### config.mk
export PLATFORM = sky130hd
export DESIGN_NAME = frml_fault_report
export DESIGN_NICKNAME = d
export VERILOG_FILES = /design/src/hdl/frml_pkg.sv /design/src/hdl/frml_fault_cell.sv /design/src/hdl/frml_fault_report.sv
export SDC_FILE = /design/constraint.sdc
export NUM_CORES = 1
export LEC_CHECK = 0
export ABC_AREA = 1
export BUFFER_PORTS_ARGS = -buffer_cell sky130_fd_sc_hd__buf_2
export CORE_MARGIN = 2
export CORE_UTILIZATION = 55
export CTS_CLUSTER_DIAMETER = 120
export DETAILED_ROUTE_END_ITERATION = 6
export GPL_TIMING_DRIVEN = 0
export PLACE_DENSITY = 0.77
export SYNTH_ARGS = -nofsm -noshare
export SYNTH_HDL_FRONTEND = slang
export SYNTH_SLANG_ARGS = --single-unit
export TNS_END_PERCENT = 1
### constraint.sdc
create_clock -name sys_clk_in -period 2.54 [get_ports sys_clk_in]
set_clock_uncertainty 0.05 [all_clocks]
set_input_delay 0 -clock sys_clk_in [delete_from_list [all_inputs] [get_ports sys_clk_in]]
set_output_delay 0 -clock sys_clk_in [all_outputs]
set_load 0.005 [all_outputs]
### src/hdl/frml_pkg.sv
// constants for the fault report mask and latch block
package frml_pkg;
  // register offsets
  localparam logic [7:0] ADDR_CHAN_STATUS = 8'h70;
  localparam logic [7:0] ADDR_GLOBAL_STATUS1 = 8'h71;
  localparam logic [7:0] ADDR_GLOBAL_STATUS2 = 8'h72;
  localparam logic [7:0] ADDR_WARN_STATUS = 8'h73;
  localparam logic [7:0] ADDR_REPORT_MASK = 8'h74;
  localparam logic [7:0] ADDR_LATCH_CONTROL = 8'h75;
  localparam logic [7:0] ADDR_MISC_CONTROL = 8'h76;
  localparam logic [7:0] ADDR_CLEAR_COMMAND = 8'h78;
  // reset values
  localparam logic [7:0] RST_REPORT_MASK = 8'h00;
  localparam logic [7:0] RST_LATCH_CONTROL = 8'hf8;
  localparam logic [7:0] RST_MISC_CONTROL = 8'h00;
  localparam logic [7:0] RST_CLEAR_COMMAND = 8'h00;
  // report mask fields
  localparam int OVERTEMP_SHUTDOWN_REPORT_MASK_BIT = 7;
  localparam int MASK_LOGIC_LOW_BIT = 6;
  localparam int MASK_LOGIC_HIGH_BIT = 5;
  localparam int MASK_CLOCK_BIT = 4;
  localparam int MASK_POWER_LOW_BIT = 3;
  localparam int MASK_POWER_HIGH_BIT = 2;
  localparam int MASK_OFFSET_BIT = 1;
  localparam int MASK_OVERCURRENT_BIT = 0;
  // latch control fields
  localparam int HOLD_CLOCK_BIT = 5;
  localparam int HOLD_OVERTEMP_SHUTDOWN_BIT = 4;
  localparam int HOLD_OTW_BIT = 3;
  localparam int OVERTEMP_WARNING_REPORT_MASK_BIT = 2;
  // misc control fields
  localparam int CLOCK_DETECT_HOLD_BIT = 7;
  localparam int AUTO_RECOVERY_BIT = 4;
  // clear command field
  localparam int ANALOG_CLEAR_BIT = 7;
  // status register fields
  localparam int RIGHT_OC_BIT = 0;
  localparam int LEFT_OC_BIT = 1;
  localparam int RIGHT_DC_BIT = 2;
  localparam int LEFT_DC_BIT = 3;
  localparam int STAT_POWER_LOW_BIT = 0;
  localparam int STAT_POWER_HIGH_BIT = 1;
  localparam int STAT_CLOCK_BIT = 2;
  localparam int STAT_OVERTEMP_SHUTDOWN_BIT = 0;
  localparam int STAT_OTW_BIT = 2;
  // fault source indices
  localparam int SRC_COUNT = 11;
  localparam int SRC_LEFT_OC = 0;
  localparam int SRC_RIGHT_OC = 1;
  localparam int SRC_LEFT_DC = 2;
  localparam int SRC_RIGHT_DC = 3;
  localparam int SRC_POWER_HIGH = 4;
  localparam int SRC_POWER_LOW = 5;
  localparam int SRC_CLOCK = 6;
  localparam int SRC_LOGIC_HIGH = 7;
  localparam int SRC_LOGIC_LOW = 8;
  localparam int SRC_OVERTEMP_SHUTDOWN = 9;
  localparam int SRC_OTW = 10;
endpackage

### src/hdl/frml_fault_cell.sv
// one fault source: optional hold, clear and report gating
module frml_fault_cell (
  // clock and reset
  input wire logic sys_clk_in,
  input wire logic resetn_in,
  // control
  input wire logic raw_in,
  input wire logic hold_enable_in,
  input wire logic clear_in,
  input wire logic report_mask_in,
  // result
  output logic status_out,
  output logic report_out
);
  logic held;
  logic next_held;

  // set wins over a simultaneous clear
  always_comb begin
    next_held = held;
    if (clear_in || !hold_enable_in) begin
      next_held = 1'b0;
    end
    if (raw_in && hold_enable_in) begin
      next_held = 1'b1;
    end
  end

  always_ff @(posedge sys_clk_in) begin
    if (!resetn_in) begin
      held <= 1'b0;
    end else begin
      held <= next_held;
    end
  end

  always_comb begin
    status_out = raw_in | held;
    report_out = (raw_in | held) & ~report_mask_in;
  end
endmodule // frml_fault_cell

### src/hdl/frml_fault_report.sv
// fault report masking, latching and clearing with register port
// Functional notes
// RULE_01 - mask bit 7 hides shutdown; reset zero
// RULE_02 - mask bit 6 hides logic undervoltage
// RULE_03 - mask bit 5 hides logic overvoltage
// RULE_04 - mask bit 4 hides clock fault
// RULE_05 - mask bit 3 hides power undervoltage
// RULE_06 - mask bit 2 hides power overvoltage
// RULE_07 - mask bit 1 hides DC fault
// RULE_08 - mask bit 0 hides overcurrent
// RULE_09 - latch bit 5 holds clock fault
// RULE_10 - latch bit 4 holds shutdown fault
// RULE_11 - latch bit 3 holds temperature warning
// RULE_12 - latch bit 2 hides temperature warning
// RULE_13 - latch control resets to f8
// RULE_14 - misc bit 7 holds clock detect status
// RULE_15 - misc bit 4 enables shutdown auto recovery
// RULE_16 - writing clear bit 7 releases held faults
// RULE_17 - channel status shows per-side OC, DC
// RULE_18 - global status bit 0 shows shutdown
// RULE_19 - one report output combines unmasked faults
// RULE_20 - held faults stay until clear written
module frml_fault_report (
  // clock and reset
  input wire logic sys_clk_in,
  input wire logic resetn_in,
  // register port
  input wire logic [7:0] reg_addr_in,
  input wire logic reg_write_in,
  input wire logic reg_read_in,
  input wire logic [7:0] reg_wdata_in,
  output logic [7:0] reg_rdata_out,
  // raw detector levels
  input wire logic left_overcurrent_in,
  input wire logic right_overcurrent_in,
  input wire logic left_offset_in,
  input wire logic right_offset_in,
  input wire logic power_stage_supply_high_in,
  input wire logic power_stage_supply_low_in,
  input wire logic clock_failure_in,
  input wire logic logic_supply_high_in,
  input wire logic logic_supply_low_in,
  input wire logic overtemp_shutdown_in,
  input wire logic overtemp_warning_in,
  // results
  output logic fault_report_out,
  output logic overtemp_shutdown_active_out,
  output logic analog_clear_out
);
  logic [7:0] fault_report_mask;
  logic [7:0] fault_latch_control;
  logic [7:0] fault_misc_control;
  logic [7:0] fault_clear_command;
  logic [frml_pkg::SRC_COUNT-1:0] raw;
  logic [frml_pkg::SRC_COUNT-1:0] hold_en;
  logic [frml_pkg::SRC_COUNT-1:0] mask;
  logic [frml_pkg::SRC_COUNT-1:0] status;
  logic [frml_pkg::SRC_COUNT-1:0] report;
  logic clear_pulse;
  logic [7:0] next_rdata;

  function automatic logic is_write(input logic [7:0] addr, input logic [7:0] target);
    is_write = reg_write_in && (addr == target);
  endfunction

  // mask, latch and misc registers
  always_ff @(posedge sys_clk_in) begin
    if (!resetn_in) begin
      fault_report_mask <= frml_pkg::RST_REPORT_MASK; // [RULE_01]
      fault_latch_control <= frml_pkg::RST_LATCH_CONTROL; // [RULE_13]
      fault_misc_control <= frml_pkg::RST_MISC_CONTROL;
    end else begin
      if (is_write(reg_addr_in, frml_pkg::ADDR_REPORT_MASK)) begin
        fault_report_mask <= reg_wdata_in;
      end
      if (is_write(reg_addr_in, frml_pkg::ADDR_LATCH_CONTROL)) begin
        fault_latch_control <= reg_wdata_in;
      end
      if (is_write(reg_addr_in, frml_pkg::ADDR_MISC_CONTROL)) begin
        fault_misc_control <= reg_wdata_in;
      end
    end
  end

  // clear bit is write-only; low bits are plain storage
  always_ff @(posedge sys_clk_in) begin
    if (!resetn_in) begin
      fault_clear_command <= frml_pkg::RST_CLEAR_COMMAND;
    end else if (is_write(reg_addr_in, frml_pkg::ADDR_CLEAR_COMMAND)) begin
      fault_clear_command <= {1'b0, reg_wdata_in[6:0]};
    end
  end

  // one-cycle clear pulse from a write of one
  always_ff @(posedge sys_clk_in) begin
    if (!resetn_in) begin
      clear_pulse <= 1'b0;
    end else begin
      clear_pulse <= is_write(reg_addr_in, frml_pkg::ADDR_CLEAR_COMMAND)
        && reg_wdata_in[frml_pkg::ANALOG_CLEAR_BIT]; // [RULE_16]
    end
  end

  always_comb begin
    raw = '0;
    raw[frml_pkg::SRC_LEFT_OC] = left_overcurrent_in;
    raw[frml_pkg::SRC_RIGHT_OC] = right_overcurrent_in;
    raw[frml_pkg::SRC_LEFT_DC] = left_offset_in;
    raw[frml_pkg::SRC_RIGHT_DC] = right_offset_in;
    raw[frml_pkg::SRC_POWER_HIGH] = power_stage_supply_high_in;
    raw[frml_pkg::SRC_POWER_LOW] = power_stage_supply_low_in;
    raw[frml_pkg::SRC_CLOCK] = clock_failure_in;
    raw[frml_pkg::SRC_LOGIC_HIGH] = logic_supply_high_in;
    raw[frml_pkg::SRC_LOGIC_LOW] = logic_supply_low_in;
    raw[frml_pkg::SRC_OVERTEMP_SHUTDOWN] = overtemp_shutdown_in;
    raw[frml_pkg::SRC_OTW] = overtemp_warning_in;
  end

  // protection faults other than clock and temperature always hold until cleared
  always_comb begin
    hold_en = '1; // [RULE_20]
    hold_en[frml_pkg::SRC_CLOCK] = fault_latch_control[frml_pkg::HOLD_CLOCK_BIT]
      & fault_misc_control[frml_pkg::CLOCK_DETECT_HOLD_BIT]; // [RULE_09] [RULE_14]
    // auto recovery lets the shutdown flag follow the detector
    hold_en[frml_pkg::SRC_OVERTEMP_SHUTDOWN] = fault_latch_control[frml_pkg::HOLD_OVERTEMP_SHUTDOWN_BIT]
      & ~fault_misc_control[frml_pkg::AUTO_RECOVERY_BIT]; // [RULE_10] [RULE_15]
    hold_en[frml_pkg::SRC_OTW] = fault_latch_control[frml_pkg::HOLD_OTW_BIT]; // [RULE_11]
  end

  always_comb begin
    mask = '0;
    mask[frml_pkg::SRC_OVERTEMP_SHUTDOWN] = fault_report_mask[frml_pkg::OVERTEMP_SHUTDOWN_REPORT_MASK_BIT]; // [RULE_01]
    mask[frml_pkg::SRC_LOGIC_LOW] = fault_report_mask[frml_pkg::MASK_LOGIC_LOW_BIT]; // [RULE_02]
    mask[frml_pkg::SRC_LOGIC_HIGH] = fault_report_mask[frml_pkg::MASK_LOGIC_HIGH_BIT]; // [RULE_03]
    mask[frml_pkg::SRC_CLOCK] = fault_report_mask[frml_pkg::MASK_CLOCK_BIT]; // [RULE_04]
    mask[frml_pkg::SRC_POWER_LOW] = fault_report_mask[frml_pkg::MASK_POWER_LOW_BIT]; // [RULE_05]
    mask[frml_pkg::SRC_POWER_HIGH] = fault_report_mask[frml_pkg::MASK_POWER_HIGH_BIT]; // [RULE_06]
    mask[frml_pkg::SRC_LEFT_DC] = fault_report_mask[frml_pkg::MASK_OFFSET_BIT]; // [RULE_07]
    mask[frml_pkg::SRC_RIGHT_DC] = fault_report_mask[frml_pkg::MASK_OFFSET_BIT]; // [RULE_07]
    mask[frml_pkg::SRC_LEFT_OC] = fault_report_mask[frml_pkg::MASK_OVERCURRENT_BIT]; // [RULE_08]
    mask[frml_pkg::SRC_RIGHT_OC] = fault_report_mask[frml_pkg::MASK_OVERCURRENT_BIT]; // [RULE_08]
    mask[frml_pkg::SRC_OTW] = fault_latch_control[frml_pkg::OVERTEMP_WARNING_REPORT_MASK_BIT]; // [RULE_12]
  end

  genvar g;
  generate
    for (g = 0; g < frml_pkg::SRC_COUNT; g = g + 1) begin : g_cell
      frml_fault_cell u_cell (
        .sys_clk_in(sys_clk_in),
        .resetn_in(resetn_in),
        .raw_in(raw[g]),
        .hold_enable_in(hold_en[g]),
        .clear_in(clear_pulse), // [RULE_16]
        .report_mask_in(mask[g]),
        .status_out(status[g]),
        .report_out(report[g])
      );
    end
  endgenerate

  // read mux; unmapped reads return zero
  always_comb begin
    next_rdata = 8'h00;
    unique case (reg_addr_in)
      frml_pkg::ADDR_CHAN_STATUS: begin
        next_rdata[frml_pkg::LEFT_OC_BIT] = status[frml_pkg::SRC_LEFT_OC]; // [RULE_17]
        next_rdata[frml_pkg::RIGHT_OC_BIT] = status[frml_pkg::SRC_RIGHT_OC]; // [RULE_17]
        next_rdata[frml_pkg::LEFT_DC_BIT] = status[frml_pkg::SRC_LEFT_DC]; // [RULE_17]
        next_rdata[frml_pkg::RIGHT_DC_BIT] = status[frml_pkg::SRC_RIGHT_DC]; // [RULE_17]
      end
      frml_pkg::ADDR_GLOBAL_STATUS1: begin
        next_rdata[frml_pkg::STAT_POWER_LOW_BIT] = status[frml_pkg::SRC_POWER_LOW];
        next_rdata[frml_pkg::STAT_POWER_HIGH_BIT] = status[frml_pkg::SRC_POWER_HIGH];
        next_rdata[frml_pkg::STAT_CLOCK_BIT] = status[frml_pkg::SRC_CLOCK];
      end
      frml_pkg::ADDR_GLOBAL_STATUS2: begin
        next_rdata[frml_pkg::STAT_OVERTEMP_SHUTDOWN_BIT] = status[frml_pkg::SRC_OVERTEMP_SHUTDOWN]; // [RULE_18]
      end
      frml_pkg::ADDR_WARN_STATUS: begin
        next_rdata[frml_pkg::STAT_OTW_BIT] = status[frml_pkg::SRC_OTW];
      end
      frml_pkg::ADDR_REPORT_MASK: next_rdata = fault_report_mask;
      frml_pkg::ADDR_LATCH_CONTROL: next_rdata = fault_latch_control;
      frml_pkg::ADDR_MISC_CONTROL: next_rdata = fault_misc_control;
      frml_pkg::ADDR_CLEAR_COMMAND: next_rdata = fault_clear_command;
      default: next_rdata = 8'h00;
    endcase
  end

  always_ff @(posedge sys_clk_in) begin
    if (!resetn_in) begin
      reg_rdata_out <= 8'h00;
    end else if (reg_read_in) begin
      reg_rdata_out <= next_rdata;
    end
  end

  // registered outputs
  always_ff @(posedge sys_clk_in) begin
    if (!resetn_in) begin
      fault_report_out <= 1'b0;
      overtemp_shutdown_active_out <= 1'b0;
      analog_clear_out <= 1'b0;
    end else begin
      fault_report_out <= |report; // [RULE_19]
      overtemp_shutdown_active_out <= status[frml_pkg::SRC_OVERTEMP_SHUTDOWN];
      analog_clear_out <= clear_pulse;
    end
  end
endmodule // frml_fault_report

==> summary.md, run 1 <==
| Metric | Value |
|---|---|
| Status | completed |
| Worst-path fanout max | 10 |
| Top Ports | 42 |
| Slew headroom | 0.626 |
| Dpl hpwl | 4560 um |
| FF/Latch Area | 0.00108 mm^2 |
| # nets final | 425 |
| Avg Inst Size Synth | 7.63 um^2 |
| FF-to-FF path depth | 8 |
| Maxcap violations | 0 |
| Startpoint Class | input port |
| Top FF cell, synth | dfxtp_1 |
| Worst Tran Pin Value | 0.561 ns |
| Cells after Synth | 326 |
| Worst reg2reg setup slack | 1.27 ns |
| Drt via density | 5.27 |
| RSZ-0062 raised after global routing | no |
| DR DRC count | 0 |
| Worst hold path depth | 4 |
| PnR worst setup slack | 1.11 ns |
| GP Congestion | 0.880 |
| LEAKAGE | 1.32 nW |
| Most frequent cell after synthesis | dfxtp_1 |
| Crit-path cells | buf_2, inv_2, nand2_2, nor2_4, nand2_4, inv_4, nand2_2, buf_6, o21ai_2, dlygate4sd3_1, a21oi_2 |
| Clock slew at reported path FFs | 0.09 ns |
| Pwr Total | 1.54 mW |
| Critical path's top delay family | buffers and inverters |
| Syn_nets | 357 |
| Yosys top cell area share | 0.435 |
| Synth area leader | dfxtp_1 |
| Core Util, Final | 0.703 |
| Hold violation count in the final report | 0 |
| WL per Instance | 13.9 um |
| Largest net degree at the start of global routing | 18 |
| Starting density of the core | 0.571 |
| Core area | 0.00435 mm^2 |
| Yosys cell types | 31 |
| TritonCTS clock tree | built |
| Final Critical Period | 1.43 ns |
| Final ANT Viol Nets | 0 |
| Number of global-route vias before repair | 2226 |
| # port buffers | 40 |
| Class of the worst hold path | in -> reg |
| # setup viols final | 0 |
| FP Rows | 24 |
| CTS buffer count | 5 |
| CP Buf/Inv Count | 5 |
| Post-synth top cells | dfxtp_1 (54), nand2_1 (46), a21oi_1 (35), nor2_1 (35), nand3_1 (28) |
| Number of iterations in the first detailed-routing pass | 4 |
| Worst VDD drop | 0.357 mV |
| Clk sink count | 54 |
| Initial antenna violation count | 0 |
| Crit. End Element | flip-flop |
| Most frequent CP cell | nand2_2 |
| TNS Setup | 0 ns |
| Ys async rst share | 0 |
| Worst-case clock buffer depth | 2 |
| Die ar. | 0.00508 mm^2 |
| Initial DRC Count | 172 |
| Congestion Overflow GR | 0 |
| Ys Warns | 0 |
| P&R area growth vs syn | 23.1% |
| R2R Path End | reg_rdata_out[0] |
| Inserted Diodes | 0 |
| All-Layer GR Usage | 0.264 |
| CTS Root Cell | clkbuf_8 |
| Sequential share of the synthesized area | 0.435 |
| Fillcell total | 382 |
| FF-to-FF Start | g_cell[9].u_cell.held |
| Tcrit/Tclk final | 0.565 |
| Final WL | 6220 um |
| Multi-input logic area | 0.00119 mm^2 |
| Maximum level of the CTS H-tree | 2 |
| CTS resizes | 0 |
| Max Freq | 697 MHz |
| Post-Syn Area | 0.00249 mm^2 |
| Die Ht | 71.3 um |
| Largest cells by area after synthesis | dfxtp_1 (43%), a21oi_1 (7.0%), nand2_1 (6.9%), nand3_1 (5.6%), nor2_1 (5.3%) |
| WS Path Type | in -> reg |
| Critical path's largest stage delay | 0.57 ns |
| Hold endpoint | reg_rdata_out[1] |
| EDFF count, synth | 0 |
| Final Slew Violations | 0 |
| Pwr dens | 503 mW/mm^2 |
| Clk_lat worst skew | 0.31 ns |
| Place WS | 1.32 ns |
| CP max-delay cell | dlygate4sd3_1 |
| WP data required | 2.70 ns |
| Hold Startpoint | reg_read_in |
| Die width | 71.3 um |
| Flops & latches, synth | 54 |
| WP data arrival | 1.60 ns |
| First-pass GRT wire length | 10500 um |
| Share of layout cells above drive strength 1 | 0.256 |
| Via total after detailed routing | 2355 |
-- worst max-delay path by stage --
stage                                        to             startpoint  depth (start not counted)
after floorplan                reg_rdata_out[2]  g_cell[6].u_cell.held                          7
after global placement         reg_rdata_out[0]  g_cell[5].u_cell.held                          7
after detailed placement  fault_misc_control[7]         reg_addr_in[3]                         10
after CTS                 fault_misc_control[1]         reg_addr_in[3]                         11
after global routing      fault_misc_control[1]         reg_addr_in[3]                         11
final                     fault_misc_control[1]         reg_addr_in[3]                         11
-- layout make-up --
cell class              instances  area share
plain buffers                  13      0.0282
clock buffers                   6      0.0270
clock inverters                 2     0.00572
inverters                      33      0.0437
multi-input cells             226       0.387
flip-flops and latches         54       0.353
well taps                      52      0.0212
repair buffers                 61       0.134
-- cells in the final DEF (no fill, tap or decap), types with 3 or more instances in the layout --
cell	instances
nand3_1	28
a21oi_1	35
dlygate4sd3_1	21
dfxtp_1	54
inv_2	5
clkbuf_8	6
a21oi_2	8
nand2_2	9
buf_2	43
nor2_1	35
o21ai_2	7
nand2_1	46
nor3_1	3
o21ai_1	10
o22ai_1	3
or2_2	3
nor2_4	3
inv_1	25
o21ai_0	22
nand2_4	4
buf_6	3
clkbuf_1	4
-- cell families (layout without fill, tap and decap cells) --
family,after synthesis,count (layout),share of synthesized area
AND/OR/NAND/NOR,138,138,0.273
AO/OA/AOI/OAI,88,88,0.204
flip-flops,54,54,0.435
buffers and inverters,46,115,0.0885
-- report_power, final --
group	switching, mW	total, mW	internal (mW)
Clock	0.289	0.514	0.225
Sequential	0.00505	0.867	0.862
Combinational	0.0921	0.161	0.0687
-- registers in the layout (all words and copies together) (netlist names) --
signal                        flops
clear_pulse                       1
overtemp_shutdown_active_out      1
reg_rdata_out                     8
fault_report_mask                 8
analog_clear_out                  1
fault_latch_control               8
g_cell.u_cell.held               11
fault_clear_command               7
fault_misc_control                8
fault_report_out                  1
-- repair_timing --
item,CTS,global route
setup buffers,0,0
hold buffers,21,0
hold endpoints to repair,42,0
-- layer usage --
layer / vias to the layer above / wire length, um / track usage
li1: 1210 / - / -
met1: 1080 / 2900 / 0.358
met2: 57 / 2940 / 0.420
met3: 8 / 280 / 0.0408
met4: 0 / 97 / 0.113
met5: - / 0 / 0
-- metrics by stage --
stage                     instance area, um^2  hold WS, ns  instances
after floorplan                          2490       0.0632        326
after global placement                   2750        0.170        418
after detailed placement                 2750        0.173        418
after CTS                                3060       0.0310        447
after global routing                     3060       0.0661        447
final                                    3060       0.0522        447
-- worst register-to-register path: stages (launching register included) --
cell     delay, ns
dfxtp_1       0.32
nor2_1        0.20
inv_1         0.09
nand3_1       0.09
nand2_1       0.05
nor2_1        0.11
nand2_1       0.10
nand2_1       0.09
a21oi_2       0.05
No activity file was read; power rests on OpenSTA's default activity.
==> run 2, diff against run 1 <==
- clock period: 2.54 -> 1.32 ns (I/O delays scaled with it)
==> run 2 against run 1 <==
Compared with the run above: via count fell by 0.89%; design area is 0.25% lower; setup slack lost 1.0 ns; clock power up 92%; global-route usage is 0.41 points higher; sequential share of layout area is 0.087 points higher; first-iteration DRC count decreased by 20%; flip-flop and latch count is the same; critical path depth decreased by 2; die area stayed put.
==> summary.md, run 2 (same netlist as run 1, synthesis figures left out) <==
| Metric | Value |
|---|---|
| CTS Root Cell | clkbuf_8 |
| Placed cell area | 0.00275 mm^2 (unchanged) |
| CTS buffer count | 5 (unchanged) |
| All-Layer GR Usage | 0.268 (+0.00407) |
| Most frequent CP cell | nand2_1 |
| P&R area growth vs syn | 22.8% |
| Largest net degree at the start of global routing | 18 (unchanged) |
| Tcrit/Tclk final | 0.936 |
| Worst-path fanout max | 2 (-8) |
| Clock slew at reported path FFs | 0.10 ns (about the same) |
| Die Ht | 71.3 um (unchanged) |
| Initial antenna violation count | 0 (unchanged) |
| Startpoint Class | input port |
| Hold violation count in the final report | 0 (unchanged) |
| Initial DRC Count | 138 (-20%) |
| Clk sink count | 54 (unchanged) |
| WS Path Type | in -> reg |
| Final WL | 6310 um (+1.5%) |
| Die ar. | 0.00508 mm^2 (unchanged) |
| DR DRC count | 0 (unchanged) |
| Dpl hpwl | 4560 um (unchanged) |
| Class of the worst hold path | in -> reg |
| Drt via density | 5.23 (-0.67%) |
| Slew headroom | 0.625 (-0.00126) |
| Critical path's largest stage delay | 0.53 ns (-0.04 ns) |
| Share of layout cells above drive strength 1 | 0.259 (+0.00319) |
| Crit. End Element | flip-flop |
| LEAKAGE | 1.31 nW (-0.31%) |
| WL per Instance | 14.2 um (+1.7%) |
| Core Util, Final | 0.702 (-0.00172) |
| Max FFs per register | 11 (unchanged) |
| Inserted Diodes | 0 (unchanged) |
| Top Ports | 42 (unchanged) |
| Worst-case clock buffer depth | 2 (unchanged) |
| PnR worst setup slack | 0.0843 ns (-1.02 ns) |
| Congestion Overflow GR | 0 (unchanged) |
| Place WS | 0.0980 ns (-1.22 ns) |
| Top reg by flops | g_cell.u_cell.held |
| Final ANT Viol Nets | 0 (unchanged) |
| CP max-delay cell | dlygate4sd3_1 |
| Starting density of the core | 0.571 (unchanged) |
| Critical path's top delay family | simple AND/OR/NAND/NOR gates |
| TNS Setup | 0 ns (unchanged) |
| CP Buf/Inv Count | 2 (-3) |
| Fillcell total | 382 (unchanged) |
| Number of global-route vias before repair | 2244 (+0.81%) |
| Pwr dens | 971 mW/mm^2 (+93%) |
| RSZ-0062 raised after global routing | no |
| # setup viols final | 0 (unchanged) |
| Most common cell after layout, fill and taps aside | dfxtp_1 |
| First-pass GRT wire length | 10600 um (+1.3%) |
| GP Congestion | 0.880 (unchanged) |
| Crit-path cells | dlygate4sd3_1, buf_2, or2_2, nand3_1, nand2_1, nor2_1, nand2_1, nand2_1, a21oi_2 |
| Final Slew Violations | 0 (unchanged) |
| Maxcap violations | 0 (unchanged) |
| Final Critical Period | 1.24 ns |
| Status | completed |
| # nets final | 424 (-0.24%) |
| Die width | 71.3 um (unchanged) |
| FP Rows | 24 (unchanged) |
| Worst VDD drop | 0.688 mV (+93%) |
| WP data required | 1.46 ns (-1.24 ns) |
| WP data arrival | 1.37 ns (-0.23 ns) |
| Pwr Total | 2.97 mW (+92%) |
| TritonCTS clock tree | built |
| Clk_lat worst skew | 0.31 ns (about the same) |
| Maximum level of the CTS H-tree | 2 (unchanged) |
| Number of iterations in the first detailed-routing pass | 4 (unchanged) |
| Number of setup buffers added after CTS | 0 (unchanged) |
| Worst Tran Pin Value | 0.562 ns (+0.00189 ns) |
| Via total after detailed routing | 2334 (-0.89%) |
| Max Freq | 809 MHz |
| FF/Latch Area | 0.00108 mm^2 (unchanged) |
| # port buffers | 40 (unchanged) |
| Final instance area | 0.00306 mm^2 (-0.25%) |
| Multi-input logic area | 0.00119 mm^2 (+0.21%) |
| Most frequent cells in the layout | dfxtp_1 (54), nand2_1 (46), buf_2 (43), a21oi_1 (35), nor2_1 (34) |
| Core area | 0.00435 mm^2 (unchanged) |
-- run 2: path summary, 6_finish.rpt --
| kind | start | endpoint | slack (ns) | depth (start not counted) |
|---|---|---|---|---|
| setup reg to reg | g_cell[5].u_cell.held | reg_rdata_out[0] | 0.09 | 7 |
| setup / recovery | power_stage_supply_low_in | reg_rdata_out[0] | 0.08 | 9 |
| hold / removal | resetn_in | reg_rdata_out[4] | 0.04 | 3 |
| hold reg to reg | clear_pulse | analog_clear_out | 0.39 | 2 |
-- run 2: cell type report --
class | count | area share
Timing Repair Buffer | 60 | 0.131
Clock inverter | 2 | 0.00573
Buffer | 13 | 0.0283
Inverter | 33 | 0.0438
Clock buffer | 6 | 0.0270
Tap cell | 52 | 0.0213
Sequential cell | 54 | 0.354
Multi-Input combinational cell | 226 | 0.389
-- run 2: worst register-to-register path: stages, from the launching register on --
cell     delay, ns
dfxtp_1       0.32
or2_2         0.31
nand3_1       0.09
nand2_1       0.05
nor2_1        0.08
nand2_1       0.08
nand2_1       0.08
a21oi_2       0.05
-- run 2: what timing repair did --
item | in CTS | in global routing
hold buffers | 20 | 0
endpoints found under the setup margin | 0 | 1
resized for setup | 0 | 1
endpoints found under the hold margin | 42 | 0
-- run 2: per-layer routing --
| layer | up-vias | GRT usage | wire [um] |
|---|---|---|---|
| met5 | - | 0 | 0 |
| met4 | 0 | 0.113 | 127 |
| met3 | 10 | 0.0408 | 323 |
| met2 | 76 | 0.430 | 2980 |
| met1 | 1043 | 0.361 | 2880 |
| li1 | 1205 | - | - |
-- run 2: power breakdown --
group	internal, mW	total [mW]	leakage (nW)	switching, mW
sequential	1.66	1.67	0.439	0.0101
combinational	0.131	0.309	0.822	0.179
clock	0.433	0.988	0.0514	0.555
total	2.22	2.97	1.31	0.744
-- run 2: metrics by stage --
| stage | hold slack (ns) | std cells |
|---|---|---|
| 2_1_floorplan | 0.0632 | 326 |
| 3_3_place_gp | 0.170 | 418 |
| 3_5_place_dp | 0.173 | 418 |
| 4_1_cts | 0.0165 | 446 |
| 5_1_grt | 0.0525 | 446 |
| 6_report | 0.0376 | 446 |
